`config.mk`:
```
export PLATFORM = sky130hd
export DESIGN_NAME = stfc_core
export DESIGN_NICKNAME = d
export VERILOG_FILES = /design/src/pkg/stfc_pkg.sv /design/src/stfc_core.sv
export VERILOG_INCLUDE_DIRS = /design/src /design/src/pkg
export SDC_FILE = /design/constraint.sdc
export NUM_CORES = 1
export LEC_CHECK = 0
export CORE_MARGIN = 10
export CORE_UTILIZATION = 40
export DETAILED_ROUTE_END_ITERATION = 10
export DONT_BUFFER_PORTS = 1
export SYNTH_ARGS = -nofsm -noshare
export SYNTH_HDL_FRONTEND = slang
export SYNTH_SLANG_ARGS = --single-unit
export TNS_END_PERCENT = 100
```
`constraint.sdc`:
```
create_clock -name clk -period 3.2 [get_ports clk]
set_input_delay 0.48 -clock clk [delete_from_list [all_inputs] [get_ports clk]]
set_output_delay 0.48 -clock clk [all_outputs]
set_load 0.01 [all_outputs]
```
`src/pkg/stfc_defs.svh`:
```
// Notes on behaviour
// - A writable switch enables RTS/CTS handshaking on the two-wire variant and half duplex on the four-wire variant, off after reset.
// - XON/XOFF from the line pauses transmit only while the transmit flow switch is set.
// - XON/XOFF is sent for receive data only while the receive flow switch is set.
// - In continuous mode the buffer is sent from a rising edge of the send trigger.
// - The acknowledge bit is set with that transfer and cleared when the trigger drops.
// - With rate optimisation, received data is released after about 16 idle bit times.
// - With rate optimisation, received data is released at once when the buffer is full.
// - A setting enables point-to-point line operation on the four-wire variant, off by default.
// - The fill alert flag is set while the receive FIFO holds at least the threshold count.
// - Sub-entry zero of the feature object reads as the fixed count six.
`ifndef STFC_DEFS_SVH
`define STFC_DEFS_SVH

`define STFC_IDX_FEATURE   16'h4075
`define STFC_IDX_THRESHOLD 16'h4076
`define STFC_FEATURE_COUNT 8'h06
`define STFC_SUB_COUNT     8'h00
`define STFC_SUB_HS        8'h01
`define STFC_SUB_TXFLOW    8'h02
`define STFC_SUB_RXFLOW    8'h03
`define STFC_SUB_MODE4     8'h04
`define STFC_SUB_MODE5     8'h05
`define STFC_SUB_MODE6     8'h06
`define STFC_THRESH_RESET  16'h0000
`define STFC_SW_ACK_BIT    2
`define STFC_SW_FILL_BIT   3
`define STFC_CW_TRIG_BIT   3
`define STFC_CHAR_XON      8'h11
`define STFC_CHAR_XOFF     8'h13
`define STFC_TX_DEPTH      128
`define STFC_RX_DEPTH      16
`define STFC_RX_HIGH       5'h0c
`define STFC_RX_LOW        5'h04
`define STFC_IDLE_BITS     16
`define STFC_CLK_HZ        20000000
`define STFC_BASE_BAUD     300
`define STFC_BIT_CYC_BASE  (`STFC_CLK_HZ / `STFC_BASE_BAUD)

`endif

```
`src/pkg/stfc_pkg.sv`:
```
package stfc_pkg;
    typedef logic [7:0]  stfc_byte_t;
    typedef logic [15:0] stfc_word_t;
    typedef enum logic [2:0] {
        STFC_TX_IDLE = 3'b001,
        STFC_TX_WAIT = 3'b010,
        STFC_TX_SEND = 3'b100
    } stfc_tx_state_t;
endpackage

```
`src/stfc_core.sv`:
```
`timescale 1ns/1ps
`include "stfc_defs.svh"

module stfc_fifo #(
    parameter int WIDTH = 8,
    parameter int DEPTH = 16
) (
    // Clock and reset
    input  wire logic                       clk,
    input  wire logic                       rst,
    // Fill side
    input  wire logic                       in_valid,
    output logic                            in_ready,
    input  wire logic [WIDTH-1:0]           in_data,
    // Drain side
    output logic                            out_valid,
    input  wire logic                       out_ready,
    output logic      [WIDTH-1:0]           out_data,
    // Fill level
    output logic      [$clog2(DEPTH+1)-1:0] count
);
    localparam int AW = $clog2(DEPTH);

    logic [WIDTH-1:0]           mem_q [DEPTH];
    logic [AW-1:0]              wr_q;
    logic [AW-1:0]              rd_q;
    logic [$clog2(DEPTH+1)-1:0] cnt_q;
    logic                       push;
    logic                       pop;

    assign in_ready  = (cnt_q != DEPTH[$clog2(DEPTH+1)-1:0]);
    assign out_valid = (cnt_q != '0);
    assign out_data  = mem_q[rd_q];
    assign count     = cnt_q;
    assign push      = in_valid && in_ready;
    assign pop       = out_valid && out_ready;

    always_ff @(posedge clk)
    begin
        if (push)
        begin
            mem_q[wr_q] <= in_data;
        end
    end

    always_ff @(posedge clk or posedge rst)
    begin
        if (rst)
        begin
            wr_q  <= '0;
            rd_q  <= '0;
            cnt_q <= '0;
        end
        else
        begin
            if (push)
            begin
                wr_q <= (wr_q == AW'(DEPTH - 1)) ? '0 : wr_q + 1'b1;
            end
            if (pop)
            begin
                rd_q <= (rd_q == AW'(DEPTH - 1)) ? '0 : rd_q + 1'b1;
            end
            if (push && !pop)
            begin
                cnt_q <= cnt_q + 1'b1;
            end
            else if (pop && !push)
            begin
                cnt_q <= cnt_q - 1'b1;
            end
        end
    end
endmodule

module stfc_core #(
    parameter bit FOUR_WIRE   = 1'b0,
    parameter bit CONT_SEND   = 1'b0,
    parameter bit RATE_OPT_RO = 1'b1,
    parameter int BIT_CYC_300 = `STFC_BIT_CYC_BASE
) (
    // Clock and reset
    input  wire logic               clk,
    input  wire logic               rst,
    // Object access
    input  wire logic               obj_req,
    input  wire logic               obj_wr,
    input  wire stfc_pkg::stfc_word_t obj_index,
    input  wire stfc_pkg::stfc_byte_t obj_subindex,
    input  wire stfc_pkg::stfc_word_t obj_wdata,
    output stfc_pkg::stfc_word_t    obj_rdata,
    output logic                    obj_ack,
    output logic                    obj_err,
    // Process data words
    input  wire stfc_pkg::stfc_word_t host_control_word,
    output stfc_pkg::stfc_word_t    device_status_word,
    input  wire logic [3:0]         baud_code,
    // Transmit buffer fill
    input  wire logic               tx_load_valid,
    output logic                    tx_load_ready,
    input  wire stfc_pkg::stfc_byte_t tx_load_data,
    // Received data to process image
    output logic                    pi_valid,
    input  wire logic               pi_ready,
    output stfc_pkg::stfc_byte_t    pi_data,
    // Line side byte streams
    output logic                    ser_tx_valid,
    input  wire logic               ser_tx_ready,
    output stfc_pkg::stfc_byte_t    ser_tx_data,
    input  wire logic               ser_rx_valid,
    input  wire stfc_pkg::stfc_byte_t ser_rx_data,
    // Line controls
    input  wire logic               cts_pin,
    output logic                    rts_pin,
    output logic                    half_duplex,
    output logic                    p2p_enable
);
    import stfc_pkg::*;

    logic           hs_q;
    logic           txflow_q;
    logic           rxflow_q;
    logic           mode6_q;
    stfc_word_t     thresh_q;
    stfc_word_t     rdata_q;
    logic           ack_q;
    logic           err_q;
    logic           cts_s1_q;
    logic           cts_s2_q;
    logic           trig_q;
    logic           sw_ack_q;
    logic           paused_q;
    logic           xoff_sent_q;
    logic           inj_q;
    stfc_byte_t     inj_char_q;
    logic           release_q;
    logic [20:0]    idle_q;
    logic           rx_seen_q;
    stfc_tx_state_t tx_state_q;

    logic           rts_cts_en;
    logic           cont_en;
    logic           rate_en;
    logic           feat_hit;
    logic           thr_hit;
    logic           sub_ok;
    logic           sub_rw;
    logic           trig_rise;
    logic           rx_is_ctl;
    logic           rx_in_valid;
    logic           rx_in_ready;
    logic           rx_out_valid;
    logic [4:0]     rx_count;
    logic           tx_out_valid;
    logic           tx_out_ready;
    stfc_byte_t     tx_out_data;
    logic           tx_gate;
    logic [20:0]    bit_cyc;
    logic [20:0]    gap_cyc;

    // Feature sub-entries change meaning between the two variants
    assign rts_cts_en  = !FOUR_WIRE && hs_q;
    assign half_duplex = FOUR_WIRE && hs_q;
    assign p2p_enable  = FOUR_WIRE && CONT_SEND;
    assign cont_en     = FOUR_WIRE ? RATE_OPT_RO : CONT_SEND;
    assign rate_en     = FOUR_WIRE ? mode6_q : RATE_OPT_RO;

    // Object dictionary access
    assign feat_hit = (obj_index == `STFC_IDX_FEATURE);
    assign thr_hit  = (obj_index == `STFC_IDX_THRESHOLD) && (obj_subindex == `STFC_SUB_COUNT);
    assign sub_ok   = feat_hit && (obj_subindex <= `STFC_SUB_MODE6);
    assign sub_rw   = feat_hit && (obj_subindex == `STFC_SUB_HS
                                || obj_subindex == `STFC_SUB_TXFLOW
                                || obj_subindex == `STFC_SUB_RXFLOW
                                || (FOUR_WIRE && obj_subindex == `STFC_SUB_MODE6));

    always_ff @(posedge clk or posedge rst)
    begin
        if (rst)
        begin
            hs_q     <= 1'b0;
            txflow_q <= 1'b0;
            rxflow_q <= 1'b0;
            mode6_q  <= 1'b1;
            thresh_q <= `STFC_THRESH_RESET;
        end
        else if (obj_req && obj_wr)
        begin
            if (sub_rw && obj_subindex == `STFC_SUB_HS)
            begin
                hs_q <= obj_wdata[0];
            end
            if (sub_rw && obj_subindex == `STFC_SUB_TXFLOW)
            begin
                txflow_q <= obj_wdata[0];
            end
            if (sub_rw && obj_subindex == `STFC_SUB_RXFLOW)
            begin
                rxflow_q <= obj_wdata[0];
            end
            if (sub_rw && obj_subindex == `STFC_SUB_MODE6)
            begin
                mode6_q <= obj_wdata[0];
            end
            if (thr_hit)
            begin
                thresh_q <= obj_wdata;
            end
        end
    end

    always_ff @(posedge clk or posedge rst)
    begin
        if (rst)
        begin
            rdata_q <= '0;
            ack_q   <= 1'b0;
            err_q   <= 1'b0;
        end
        else
        begin
            ack_q <= obj_req;
            err_q <= obj_req && (obj_wr ? !(sub_rw || thr_hit) : !(sub_ok || thr_hit));
            if (obj_req && !obj_wr)
            begin
                unique case (obj_subindex)
                    `STFC_SUB_COUNT:  rdata_q <= {8'h00, `STFC_FEATURE_COUNT};
                    `STFC_SUB_HS:     rdata_q <= {15'h0000, hs_q};
                    `STFC_SUB_TXFLOW: rdata_q <= {15'h0000, txflow_q};
                    `STFC_SUB_RXFLOW: rdata_q <= {15'h0000, rxflow_q};
                    `STFC_SUB_MODE4:  rdata_q <= {15'h0000, CONT_SEND};
                    `STFC_SUB_MODE5:  rdata_q <= {15'h0000, RATE_OPT_RO};
                    `STFC_SUB_MODE6:  rdata_q <= {15'h0000, mode6_q};
                    default:          rdata_q <= '0;
                endcase
                if (thr_hit)
                begin
                    rdata_q <= thresh_q;
                end
                else if (!sub_ok)
                begin
                    rdata_q <= '0;
                end
            end
        end
    end

    assign obj_rdata = rdata_q;
    assign obj_ack   = ack_q;
    assign obj_err   = err_q;

    // Clear-to-send pin synchroniser
    always_ff @(posedge clk or posedge rst)
    begin
        if (rst)
        begin
            cts_s1_q <= 1'b0;
            cts_s2_q <= 1'b0;
        end
        else
        begin
            cts_s1_q <= cts_pin;
            cts_s2_q <= cts_s1_q;
        end
    end

    // Receive path: flow characters are consumed, not stored, while the transmit flow switch is set
    assign rx_is_ctl   = txflow_q && (ser_rx_data == `STFC_CHAR_XON
                                   || ser_rx_data == `STFC_CHAR_XOFF);
    assign rx_in_valid = ser_rx_valid && !rx_is_ctl;

    stfc_fifo #(
        .WIDTH (8),
        .DEPTH (`STFC_RX_DEPTH)
    ) u_rx_fifo (
        .clk       (clk),
        .rst       (rst),
        .in_valid  (rx_in_valid),
        .in_ready  (rx_in_ready),
        .in_data   (ser_rx_data),
        .out_valid (rx_out_valid),
        .out_ready (pi_ready && release_q),
        .out_data  (pi_data),
        .count     (rx_count)
    );

    assign pi_valid = rx_out_valid && release_q;
    assign rts_pin  = rts_cts_en ? (rx_count < `STFC_RX_HIGH) : 1'b1;

    always_ff @(posedge clk or posedge rst)
    begin
        if (rst)
        begin
            paused_q <= 1'b0;
        end
        else if (!txflow_q)
        begin
            paused_q <= 1'b0;
        end
        else if (ser_rx_valid && ser_rx_data == `STFC_CHAR_XOFF)
        begin
            paused_q <= 1'b1;
        end
        else if (ser_rx_valid && ser_rx_data == `STFC_CHAR_XON)
        begin
            paused_q <= 1'b0;
        end
    end

    // Idle gap of 16 bit times, bit time from the baud code
    assign bit_cyc = 21'(BIT_CYC_300) >> baud_code;
    assign gap_cyc = 21'(bit_cyc * `STFC_IDLE_BITS);

    always_ff @(posedge clk or posedge rst)
    begin
        if (rst)
        begin
            idle_q    <= '0;
            rx_seen_q <= 1'b0;
            release_q <= 1'b0;
        end
        else
        begin
            if (ser_rx_valid)
            begin
                idle_q    <= '0;
                rx_seen_q <= 1'b1;
            end
            else if (rx_seen_q && idle_q < gap_cyc)
            begin
                idle_q <= idle_q + 1'b1;
            end
            if (!rate_en)
            begin
                release_q <= 1'b1;
            end
            else if (!rx_in_ready)
            begin
                release_q <= 1'b1;
            end
            else if (rx_seen_q && !ser_rx_valid && idle_q >= gap_cyc)
            begin
                release_q <= 1'b1;
                rx_seen_q <= 1'b0;
            end
            else if (!rx_out_valid || ser_rx_valid)
            begin
                release_q <= 1'b0;
            end
        end
    end

    // Receive flow control characters queued for the line
    always_ff @(posedge clk or posedge rst)
    begin
        if (rst)
        begin
            xoff_sent_q <= 1'b0;
            inj_q       <= 1'b0;
            inj_char_q  <= '0;
        end
        else if (inj_q)
        begin
            if (ser_tx_ready)
            begin
                inj_q <= 1'b0;
            end
        end
        else if (rxflow_q && !xoff_sent_q && rx_count >= `STFC_RX_HIGH)
        begin
            inj_q       <= 1'b1;
            inj_char_q  <= `STFC_CHAR_XOFF;
            xoff_sent_q <= 1'b1;
        end
        else if (xoff_sent_q && (!rxflow_q || rx_count <= `STFC_RX_LOW))
        begin
            inj_q       <= rxflow_q;
            inj_char_q  <= `STFC_CHAR_XON;
            xoff_sent_q <= 1'b0;
        end
    end

    // Transmit buffer, up to 128 bytes held for a continuous send
    stfc_fifo #(
        .WIDTH (8),
        .DEPTH (`STFC_TX_DEPTH)
    ) u_tx_fifo (
        .clk       (clk),
        .rst       (rst),
        .in_valid  (tx_load_valid),
        .in_ready  (tx_load_ready),
        .in_data   (tx_load_data),
        .out_valid (tx_out_valid),
        .out_ready (tx_out_ready),
        .out_data  (tx_out_data),
        .count     ()
    );

    assign trig_rise = host_control_word[`STFC_CW_TRIG_BIT] && !trig_q;

    always_ff @(posedge clk or posedge rst)
    begin
        if (rst)
        begin
            trig_q     <= 1'b0;
            sw_ack_q   <= 1'b0;
            tx_state_q <= STFC_TX_IDLE;
        end
        else
        begin
            trig_q <= host_control_word[`STFC_CW_TRIG_BIT];
            if (!host_control_word[`STFC_CW_TRIG_BIT])
            begin
                sw_ack_q <= 1'b0;
            end
            else if (cont_en && trig_rise)
            begin
                sw_ack_q <= 1'b1;
            end
            unique case (tx_state_q)
                STFC_TX_IDLE:
                begin
                    if (cont_en)
                    begin
                        tx_state_q <= STFC_TX_WAIT;
                    end
                    else if (tx_out_valid)
                    begin
                        tx_state_q <= STFC_TX_SEND;
                    end
                end
                STFC_TX_WAIT:
                begin
                    if (!cont_en)
                    begin
                        tx_state_q <= STFC_TX_IDLE;
                    end
                    else if (trig_rise)
                    begin
                        tx_state_q <= STFC_TX_SEND;
                    end
                end
                STFC_TX_SEND:
                begin
                    if (!tx_out_valid)
                    begin
                        tx_state_q <= STFC_TX_IDLE;
                    end
                end
                default:
                begin
                    tx_state_q <= STFC_TX_IDLE;
                end
            endcase
        end
    end

    // Line transmit: flow characters first, then buffered data
    assign tx_gate      = (tx_state_q == STFC_TX_SEND) && !paused_q
                          && !(rts_cts_en && !cts_s2_q);
    assign ser_tx_valid = inj_q || (tx_gate && tx_out_valid);
    assign ser_tx_data  = inj_q ? inj_char_q : tx_out_data;
    assign tx_out_ready = !inj_q && tx_gate && ser_tx_ready;

    // Status word carries the acknowledge and fill alert bits
    always_comb
    begin
        device_status_word                    = '0;
        device_status_word[`STFC_SW_ACK_BIT]  = sw_ack_q;
        device_status_word[`STFC_SW_FILL_BIT] = ({11'h000, rx_count} >= thresh_q);
    end
endmodule

```
======== Word level (Yosys, flattened, before mapping) ========
Memories as Yosys holds them, arrays and structs flattened.
Cells that the tools add are included.
word-level totals
  bits in latches ......................... 0
  memories kept ........................... 2
  bits in writable memories ............... 1152
  ROM bits ................................ 0
  input bits .............................. 85
  logic and storage cells ................. 179
  flip-flop bits (word level) ............. 112
memory list
  memory           words  bits a word  read ports  clocked after Yosys merged registers in  wr ports  RTL line         text
  u_tx_fifo.mem_q  128    8            1           0                                        1         stfc_core.sv:24  logic [WIDTH-1:0] mem_q [DEPTH];
  u_rx_fifo.mem_q  16     8            1           0                                        1         stfc_core.sv:24
operators by class
  multiply operators ...................... 0
  bitwise gates (word level) .............. 1
  multiplexer cells ....................... 40
  order comparisons ....................... 7
  shifts and indexed selects .............. 1
  eq/ne operators ......................... 21
  divide/modulo/power cells ............... 0
  $add $sub $neg .......................... 9
  reduce and logical (&&, ||, !) cells .... 74
operators with widths
  cell                     count
  $mux W21                 2
  $mux W8                  5
  $logic_and A1 B1 Y1      36
  $eq A16 B15 Y1 const B   2
  $mux W16                 2
  $add A21 B1 Y21 const B  1
  $ge A21 B21 Y1           1
  $lt A21 B21 Y1           1
  $mux W1                  21
  $pmux W3 S6              1
  $shr A17 B4 Y17 const A  1
  $eq A8 B2 Y1 const B     2
  $eq A8 B3 Y1 const B     2
  $eq A8 B5 Y1 const B     2
  $ge A5 B16 Y1            1
  $logic_not A1 Y1         16
  $add A7 B1 Y7 const B    2
  $eq A7 B7 Y1 const B     2
  $mux W7                  2
  $reduce_and A2 Y1        7
  $mux W5                  2
  $add A4 B1 Y4 const B    2
  $add A8 B1 Y8 const B    1
  $eq A4 B4 Y1 const B     2
  other kinds (23)         37

======== Logic depth before layout (Yosys ltp) ========
Gate-level depths: netlist of the first run.
  depth in word-level cells ............... 10
  depth in mapped cells ................... 15
  mapped depth without buffers ............ 15

======== Cells and area by module ========
A second synthesis of the first run with hierarchy kept.
unflattened totals
  cells, all modules ...................... 2857
  area total of the unflattened synthesis .. 51369.3 um2
modules (own cells, without submodules)
  module                 cells an instance  instances  sequential area each (um2)  area an instance (um2)
  stfc_fifo (u_tx_fifo)  2051               1          31300.0                     41189.5
  stfc_fifo (u_rx_fifo)  334                1          4169.0                      5831.8
  stfc_core              472                1          1729.2                      4347.9

======== Worst setup path after synthesis of the first run ========
OpenSTA, ideal clock, no wires.
  path type ............................... flip-flop to flip-flop
  start point ............................. reg u_tx_fifo.cnt_q[2] (netlist: u_tx_fifo.count[2])
  end point ............................... reg u_tx_fifo.cnt_q[7] (netlist: u_tx_fifo.count[7])
  stages on the path, launching flop included .. 16
  setup slack ............................. 0.032 ns
  library setup time ...................... 0.125 ns
  path buffers ............................ 0
  arrival ................................. 3.042 ns
  period minus slack after synthesis ...... 3.168 ns
  cells stage by stage .................... dfrtp_1 nor4_1 nand2_1 nor2_1 nor3_1 nand3_1 ha_1 inv_1 ha_1 a21o_1 a21o_1 a21oi_1 o21ai_0 or4_1 nand4_1 o31ai_1
on the way
  longest elaborated chain between the ends .. 5
  elaborated cells between the ends (all ways) .. 13
  classes of those cells .................. add/sub: 2; eq/ne: 1; mux: 2; reduce/logical: 8
ends and longest elaborated chain
  element                                                                RTL line         text
  from (decl)                                                            stfc_core.sv:27  logic [$clog2(DEPTH+1)-1:0] cnt_q;
  from (signal assigned)                                                 stfc_core.sv:66  cnt_q <= cnt_q + 1'b1;
  from (signal assigned)                                                 stfc_core.sv:70  cnt_q <= cnt_q - 1'b1;
  parallel branches: the longest is 5 deep, another holds $sub A8 B1 Y8  n/a
Parallel ways; which one is timed is not known. The select of a mux whose other input is x is not followed.
A chain may end at the register's enable or synchronous reset.

======== Worst setup path after layout of the first run ========
  start point ............................. reg u_tx_fifo.rd_q[0]
  end point ............................... out ser_tx_data[6]
on the way
  longest elaborated chain between the ends .. 2
ends and longest elaborated chain
  element                 RTL line          text
  from (decl)             stfc_core.sv:26   logic [AW-1:0] rd_q;
  from (signal assigned)  stfc_core.sv:62   rd_q <= (rd_q == AW'(DEPTH - 1)) ? '0 : rd_q + 1'b1;
  $mem_v2 Z128 W8         n/a
  $mux W8                 stfc_core.sv:462  assign ser_tx_data = inj_q ? inj_char_q : tx_out_data;
  to (decl)               stfc_core.sv:109  output stfc_pkg::stfc_byte_t ser_tx_data,
No other way between the ends.

==> flow_summary_export.csv, run 1 <==
group,metric,value,unit
run_status,status,"finished, violations left",
run_status,violations,"setup timing",
timing,fin_skew,39.9,ps
min_path,hold_class,"input port to register",
power,p_leak,20.2,nW
routing,wl,129000,µm
setup_path,path_cells,"buf_12, buf_16, mux4_2, mux2i_4, nand3_2, o311ai_4, a21oi_2, a311oi_4, buf_4, a311oi_4, buf_4",
yosys,yosysSeqAreaShare,72.9,%
setup_path,worstSetupStartpointType,"register",
yosys,avgSynthCellArea,18.3,µm²
layout,syn_to_final_growth,18.9,%
place,post-place-ws,-430,ps
clock_tree,clk_latency,760,ps
floorplanning,die_w,377,µm
routing,via_per_inst,5.64,
clock_tree,clockBufferDepth,3,
floorplanning,dieArea,142000,µm²
routing,num_vias,27500,
clock_tree,cts_sinks,1256,
grt,antenna_found_initial,2,
timing,final_max_slew_viol_count,0,
timing,tightest_slew,1080,ps
clock_tree,ctsHtreeMaxLevel,4,
setup_path,reg2reg_slack,160,ps
clock_tree,clkTransAtPathRegs,60,ps
grt,grt_pass1_vias,28300,
timing,max_freq,253,MHz
setup_path,arrival,3470,ps
layout,layout-drive-gt1-share,27.4,%
place,gp_congestion,0.855,
routing,postRouteAntennaNets,0,
power,p_total,50.3,mW
floorplanning,pin_count,141,
grt,grt_max_degree,129,
routing,drc,0,
power,p_per_area,828,nW/µm²
grt,grt_pass1_wl,190000,µm
timing,fin_crit,3950,ps
timing,layout_setup_ws,-754,ps
routing,wl_per_cell,26.5,µm
layout,final_nets,3242,
timing,finalCritPeriodShare,124,%
routing,first_pass_iters,5,
setup_path,crit_path_end_kind,"primary output",
yosys,syn_inst,2788,
place,dp_hpwl,80000,µm
yosys,yosys_register_bits,1256,
yosys,yosysWarningCount,0,
yosys,synth_cell_types,70,
floorplanning,dieHeight,377,µm
grt,gr-total-overflow,0,
yosys,synth_area,51100,µm²
clock_tree,root_buffer,"clkbuf_16",
setup_path,critPathMaxStageDelay,530,ps
place,port_buffers,0,
timing,relSlewSlack,27.7,%
timing,report.final.hold_viol_count,0,
timing,rsz0062_at_grt,"true",
yosys,synth_edf_count,1152,
job,drv_cap,0,
layout,nFillCells,10400,
clock_tree,numCtsBuffers,135,
floorplanning,start_util,40.1,%
yosys,ys_async_sr_fraction,8.28,%
clock_tree,cts_tree,"yes",
power,ir_drop,729,µV
setup_path,crit_path_top_delay_cell,"mux4_2",
grt,grt_usage,17.9,%
yosys,synth_top_flop_cell,"edfxtp_1",
setup_path,crit_fanout,7,
setup_path,critPathKind,"register to primary output",
timing,setup-violations-final,8,
floorplanning,std_cell_rows,131,
floorplanning,core_area,127000,µm²
routing,drt_iter0_drc,2776,
setup_path,crit_required,2720,ps
==> critical path, delay by kind of cell (launching register included) <==
family          cells  cell delay [ps]
compound gates      4              690
buf+inv             4              680
flops               1              470
mux                 2              720
simple gates        1              140
==> state kept, by name, summed over array words and instances, names as in the netlist, 2 cells and up <==
signal,flops
u_tx_fifo.count,8
thresh_q,16
u_rx_fifo.mem_q,128
obj_rdata,16
u_tx_fifo.mem_q,1024
u_rx_fifo.rd_q,4
u_tx_fifo.wr_q,7
u_rx_fifo.count,5
u_rx_fifo.wr_q,4
inj_char_q,2
u_tx_fifo.rd_q,7
tx_state_q,2
idle_q,21
==> Yosys cell counts, drive strengths merged (6+ instances only) <==
| library cell | count | share of area (%) |
|---|---|---|
| and2 | 22 | 0.27 |
| o221ai | 11 | 0.19 |
| clkbuf | 61 | 0.45 |
| nor4 | 17 | 0.22 |
| nand4 | 13 | 0.16 |
| a2111oi | 6 | 0.10 |
| nand3 | 36 | 0.35 |
| a31oi | 12 | 0.15 |
| a21o | 10 | 0.15 |
| nor2 | 200 | 1.5 |
| and3 | 6 | 0.074 |
| a211oi | 13 | 0.19 |
| dfrtp | 102 | 5.0 |
| mux4 | 247 | 11 |
| nand2b | 13 | 0.16 |
| a311oi | 12 | 0.21 |
| a221oi | 10 | 0.17 |
| a21oi | 61 | 0.60 |
| o22ai | 35 | 0.43 |
| o21ai | 75 | 0.74 |
| nor2b | 26 | 0.32 |
| nor3 | 18 | 0.19 |
| mux2 | 37 | 0.82 |
| a22o | 9 | 0.15 |
| a22oi | 17 | 0.25 |
| mux2i | 145 | 2.8 |
| xnor2 | 30 | 0.51 |
| inv | 30 | 0.22 |
| ha | 48 | 1.2 |
| buf | 96 | 1.4 |
| or2 | 10 | 0.12 |
| nand2 | 139 | 1.0 |
| edfxtp | 1152 | 68 |
| o211ai | 7 | 0.10 |
==> cells in the final DEF, fill, tap and decap left out, types with 24 or more instances in the layout <==
cell           netlist  layout
a21oi_1             61      46
buf_12               2      33
buf_4               34     212
clkbuf_1            61      32
clkbuf_16            0     145
clkinv_1             3      34
dfrtp_1            102      95
dlygate4sd3_1        0      37
edfxtp_1          1152    1152
ha_1                48      47
inv_1               30      28
mux2_2              36      35
mux2i_1            145     132
mux4_2             237     240
nand2_1            139     133
nand3_1             36      30
nor2_1             200     197
nor2b_1             26      24
o21ai_0             73      58
o22ai_1             35      32
xnor2_1             30      30
==> report_power, final <==
group          switching, mW  total, mW  internal [mW]
Sequential             0.462       19.0           18.5
Combinational           8.44       16.3           7.90
Clock                   6.30       14.9           8.61
==> stage by stage <==
step	utilization (%)	area [µm²]	setup TNS, ps	cells	hold WS [ps]
final	47.7	60700	-5780	4877	97.5
after floorplan	-	51100	0	2804	331
after global routing	47.7	60700	-6560	4875	76.5
after detailed placement	42.6	54200	-2540	4529	348
after global placement	42.6	54200	-2390	4529	344
after CTS	47.3	60100	-5960	4844	5.22
==> routing by layer <==
metal  global-route usage, %  part of all wire [%]  wire (µm)  up-vias
met5                       0                     0          0        -
met4                    5.70                   2.8       3550        0
met3                    3.48                   6.9       8970      205
met2                    29.1                    49      63000     1024
met1                    24.3                    42      53700    14400
li1                        -                     -          -    11800
==> logic make-up (layout without fill, tap and decap cells) <==
family / Yosys count / count (layout) / share of synthesized area (%)
DFF: 1256 / 1256 / 72.9
and+or+nand+nor: 521 / 521 / 4.68
muxes: 429 / 429 / 14.6
AOI/OAI and AO/OA: 306 / 306 / 3.87
buffers and inverters: 190 / 599 / 2.10
adders and majority gates: 50 / 50 / 1.25
xor gates and xnor gates: 35 / 35 / 0.600
other: 1 / 19 / 0.00734
==> repair_timing <==
item                        CTS  global route
gates resized for setup     154            73
setup endpoints to repair    12            12
hold endpoints to repair   1235             1
hold buffers                 44             1
pin swaps                    36            45
buffers inserted             29            30
cloned                        5             3
==> layout make-up <==
class	instances	area [µm²]	share of cell area, %
diodes	2	5.00	0.00824
clock buffers	178	3730	6.14
clock inverters	65	490	0.808
inverters	33	128	0.210
multi-input cells	1358	13600	22.4
flip-flops and latches	1256	37200	61.3
well taps	1662	2080	3.42
repair buffers	323	3450	5.68
==> worst paths after layout <==
| path | to | depth (start not counted) | startpoint |
|---|---|---|---|
| setup / recovery | ser_tx_data[6] | 11 | u_tx_fifo.rd_q[0]$_DFFE_PP0P_ |
| hold / removal | obj_rdata[0]$_DFFE_PP0P_ | 4 | obj_subindex[1] |
| setup reg to reg | u_tx_fifo.count[6]$_DFFE_PP0P_ | 17 | u_tx_fifo.count[3]$_DFFE_PP0P_ |
| hold reg to reg | cts_s2_q$_DFF_PP0_ | 0 | cts_s1_q$_DFF_PP0_ |
| max in group asynchronous | thresh_q[3]$_DFFE_PP0P_ | 3 | rst |
| min in group asynchronous | thresh_q[6]$_DFFE_PP0P_ | 2 | rst |
Note: power is estimated with default switching activity, not from simulation.
==> run 2, diff against run 1 <==
--- a/config.mk
+++ b/config.mk
@@ -7,7 +7,7 @@
 export NUM_CORES = 1
 export LEC_CHECK = 0
 export CORE_MARGIN = 10
-export CORE_UTILIZATION = 40
+export CORE_UTILIZATION = 41
 export DETAILED_ROUTE_END_ITERATION = 10
 export DONT_BUFFER_PORTS = 1
 export SYNTH_ARGS = -nofsm -noshare
==> run 2 against run 1 <==
Effect of this change: cell count down 0.12%; non-clock buffer count up 21; critical path type unchanged; wire length down 0.60%; combinational power down 2%; sequential cell count unchanged; worst setup slack worse by 130 ps; clock-buffer cell count down 15; largest power group unchanged; the flow still finishes with violations (setup timing); fmax down 3.3%; worst hold slack worse by 1.7 ps; core utilization up 1.4 points; total power down 0.49%.
==> flow_summary_export.csv, run 2 (synthesis results as in run 1) <==
group,metric,value,unit
run_status,status,"finished, violations left",
run_status,violations,"setup timing",
floorplanning,dieArea,139000,µm²
power,power.share.clock,30.3,%
routing,wl,128000,µm
timing,relSlewSlack,27.3,%
floorplanning,core_area,124000,µm²
grt,grt_pass1_wl,191000,µm
timing,fin_crit,4090,ps
setup_path,critPathLaunch,"u_tx_fifo.rd_q[0]$_DFFE_PP0P_",
timing,max_freq,245,MHz
grt,grt_max_degree,129,
setup_path,crit_path_end_kind,"primary output",
power,p_total,50.0,mW
place,place_area,54500,µm²
setup_path,reg2reg_slack,130,ps
setup_path,reg2reg_from,"u_tx_fifo.count[2]$_DFFE_PP0P_",
layout,layout-drive-gt1-share,28.0,%
setup_path,worstSetupStartpointType,"register",
power,p_switching,15.0,mW
power,internal_power,35.1,mW
setup_path,r2r-end,"u_tx_fifo.mem_q[45][2]$_DFFE_PP_",
layout,nFillCells,10100,
timing,final_max_slew_viol_count,0,
timing,rsz0062_at_grt,"true",
floorplanning,start_util,41.3,%
clock_tree,cts_tree,"yes",
timing,setup-violations-final,8,
layout,final_cell_mix,"edfxtp_1, mux4_2, buf_4",
power,switching_share,29.9,%
grt,grt_pass1_vias,28200,
setup_path,arrival,3610,ps
power,seqPwrFrac,37.9,%
min_path,hold_class,"input port to register",
timing,report.final.hold_viol_count,0,
layout,largest_reg_flops,1024,
clock_tree,cts_sinks,1256,
place,dp_hpwl,80700,µm
floorplanning,std_cell_rows,129,
routing,num_vias,27500,
clock_tree,numCtsBuffers,134,
grt,grt_usage,18.1,%
setup_path,worst-r2r-cell-count,8,
power,p_per_area,824,nW/µm²
layout,multi_input_area,13500,µm²
layout,regMostFlops,"u_tx_fifo.mem_q",
timing,layout_setup_ws,-887,ps
setup_path,crit_fanout,8,
floorplanning,die_w,373,µm
layout,final_common_cell,"edfxtp_1",
grt,antenna_found_initial,1,
timing,tightest_slew,1090,ps
routing,via_per_inst,5.65,
routing,first_pass_iters,5,
clock_tree,clockBufferDepth,3,
floorplanning,dieHeight,373,µm
setup_path,critPathKind,"register to primary output",
clock_tree,root_buffer,"clkbuf_16",
grt,gr-total-overflow,0,
routing,wl_per_cell,26.4,µm
power,power_frac_comb,31.7,%
grt,met1_usage,24.5,%
grt,use_met2,29.3,%
layout,largest_registers,"u_tx_fifo.mem_q x1024, u_rx_fifo.mem_q x128, idle_q x21",
clock_tree,ctsHtreeMaxLevel,4,
clock_tree,clk_latency,750,ps
job,drv_cap,0,
power,p_leak,20.2,nW
place,port_buffers,0,
routing,drc,0,
layout,area.sequential,37200,µm²
layout,final_nets,3262,
grt,grtUsageMet3,3.56,%
timing,finalCritPeriodShare,128,%
grt,grt.busiest_layer,"met2",
timing,fin_skew,32.7,ps
routing,postRouteAntennaNets,0,
layout,finalInstanceArea,60700,µm²
setup_path,endpoint,"ser_tx_data[4]",
floorplanning,pin_count,141,
clock_tree,clkTransAtPathRegs,60,ps
layout,utilization,49.1,%
layout,syn_to_final_growth,18.9,%
setup_path,crit_required,2720,ps
power,ir_drop,809,µV
routing,drt_iter0_drc,2679,
place,gp_congestion,0.840,
==> run 2: layout make-up <==
cell class / instances / share of cell area [%]
Sequential cell: 1256 / 61.3
Multi-Input combinational cell: 1358 / 22.3
Clock buffer: 163 / 5.87
Timing Repair Buffer: 344 / 5.76
Tap cell: 1637 / 3.37
Clock inverter: 76 / 1.19
Inverter: 33 / 0.210
Antenna cell: 4 / 0.0165
==> run 2: how the worst min path moves through the flow <==
| stage | from | end | slack, ps | cells after the start |
|---|---|---|---|---|
| final | obj_subindex[0] | hs_q$_DFFE_PP0P_ | 100 | 3 |
| after global routing | obj_subindex[1] | txflow_q$_DFFE_PP0P_ | 70 | 2 |
| after CTS | obj_subindex[1] | obj_rdata[0]$_DFFE_PP0P_ | 30 | 4 |
| after detailed placement | cts_s1_q$_DFF_PP0_ | cts_s2_q$_DFF_PP0_ | 340 | 0 |
| after global placement | cts_s1_q$_DFF_PP0_ | cts_s2_q$_DFF_PP0_ | 340 | 0 |
| after floorplan | cts_s1_q$_DFF_PP0_ | cts_s2_q$_DFF_PP0_ | 330 | 0 |
==> run 2: what timing repair did <==
item                                    4_1_cts  5_1_grt
gates cloned                                  5        0
endpoints found under the setup margin       11       55
gates resized for setup                     133       54
pin swaps                                    35       27
setup buffers                                35       11
hold buffers                                 45        0
hold endpoints to repair                   1225        0
==> run 2: power by group through the flow <==
stage	logic (mW)	registers (mW)	clock network (mW)
after floorplan	8.52	19.1	0
after global placement	13.5	19.3	0
after detailed placement	13.6	19.3	0
after CTS	15.6	19.0	15.4
after global routing	16.7	19.0	16.1
final	15.9	19.0	15.2
==> run 2: critical path, stage by stage, from the launching register on <==
cell and delay [ps]:
dfrtp_4 480, buf_12 180, buf_16 160, buf_12 130, buf_16 130, mux4_2 500
mux4_2 540, a311oi_2 310, buf_4 180, a21oi_4 50, buf_6 150
==> run 2: metrics by stage <==
| stage | TNS (ps) | std cells | hold WS, ps | setup slack (ps) |
|---|---|---|---|---|
| 6_report | -6480 | 4871 | 95.7 | -887 |
| 5_1_grt | -7250 | 4867 | 66.3 | -1000 |
| 4_1_cts | -6690 | 4856 | 29.3 | -932 |
| 3_5_place_dp | -3140 | 4536 | 345 | -702 |
| 3_3_place_gp | -2850 | 4536 | 343 | -622 |
| 2_1_floorplan | 0 | 2804 | 331 | 32.4 |
==> run 2: routing by layer <==
layer  part of all wire, %  wire length, µm
met5                     0                0
met4                   2.7             3430
met3                   7.1             9110
met2                    49            62700
met1                    41            53200
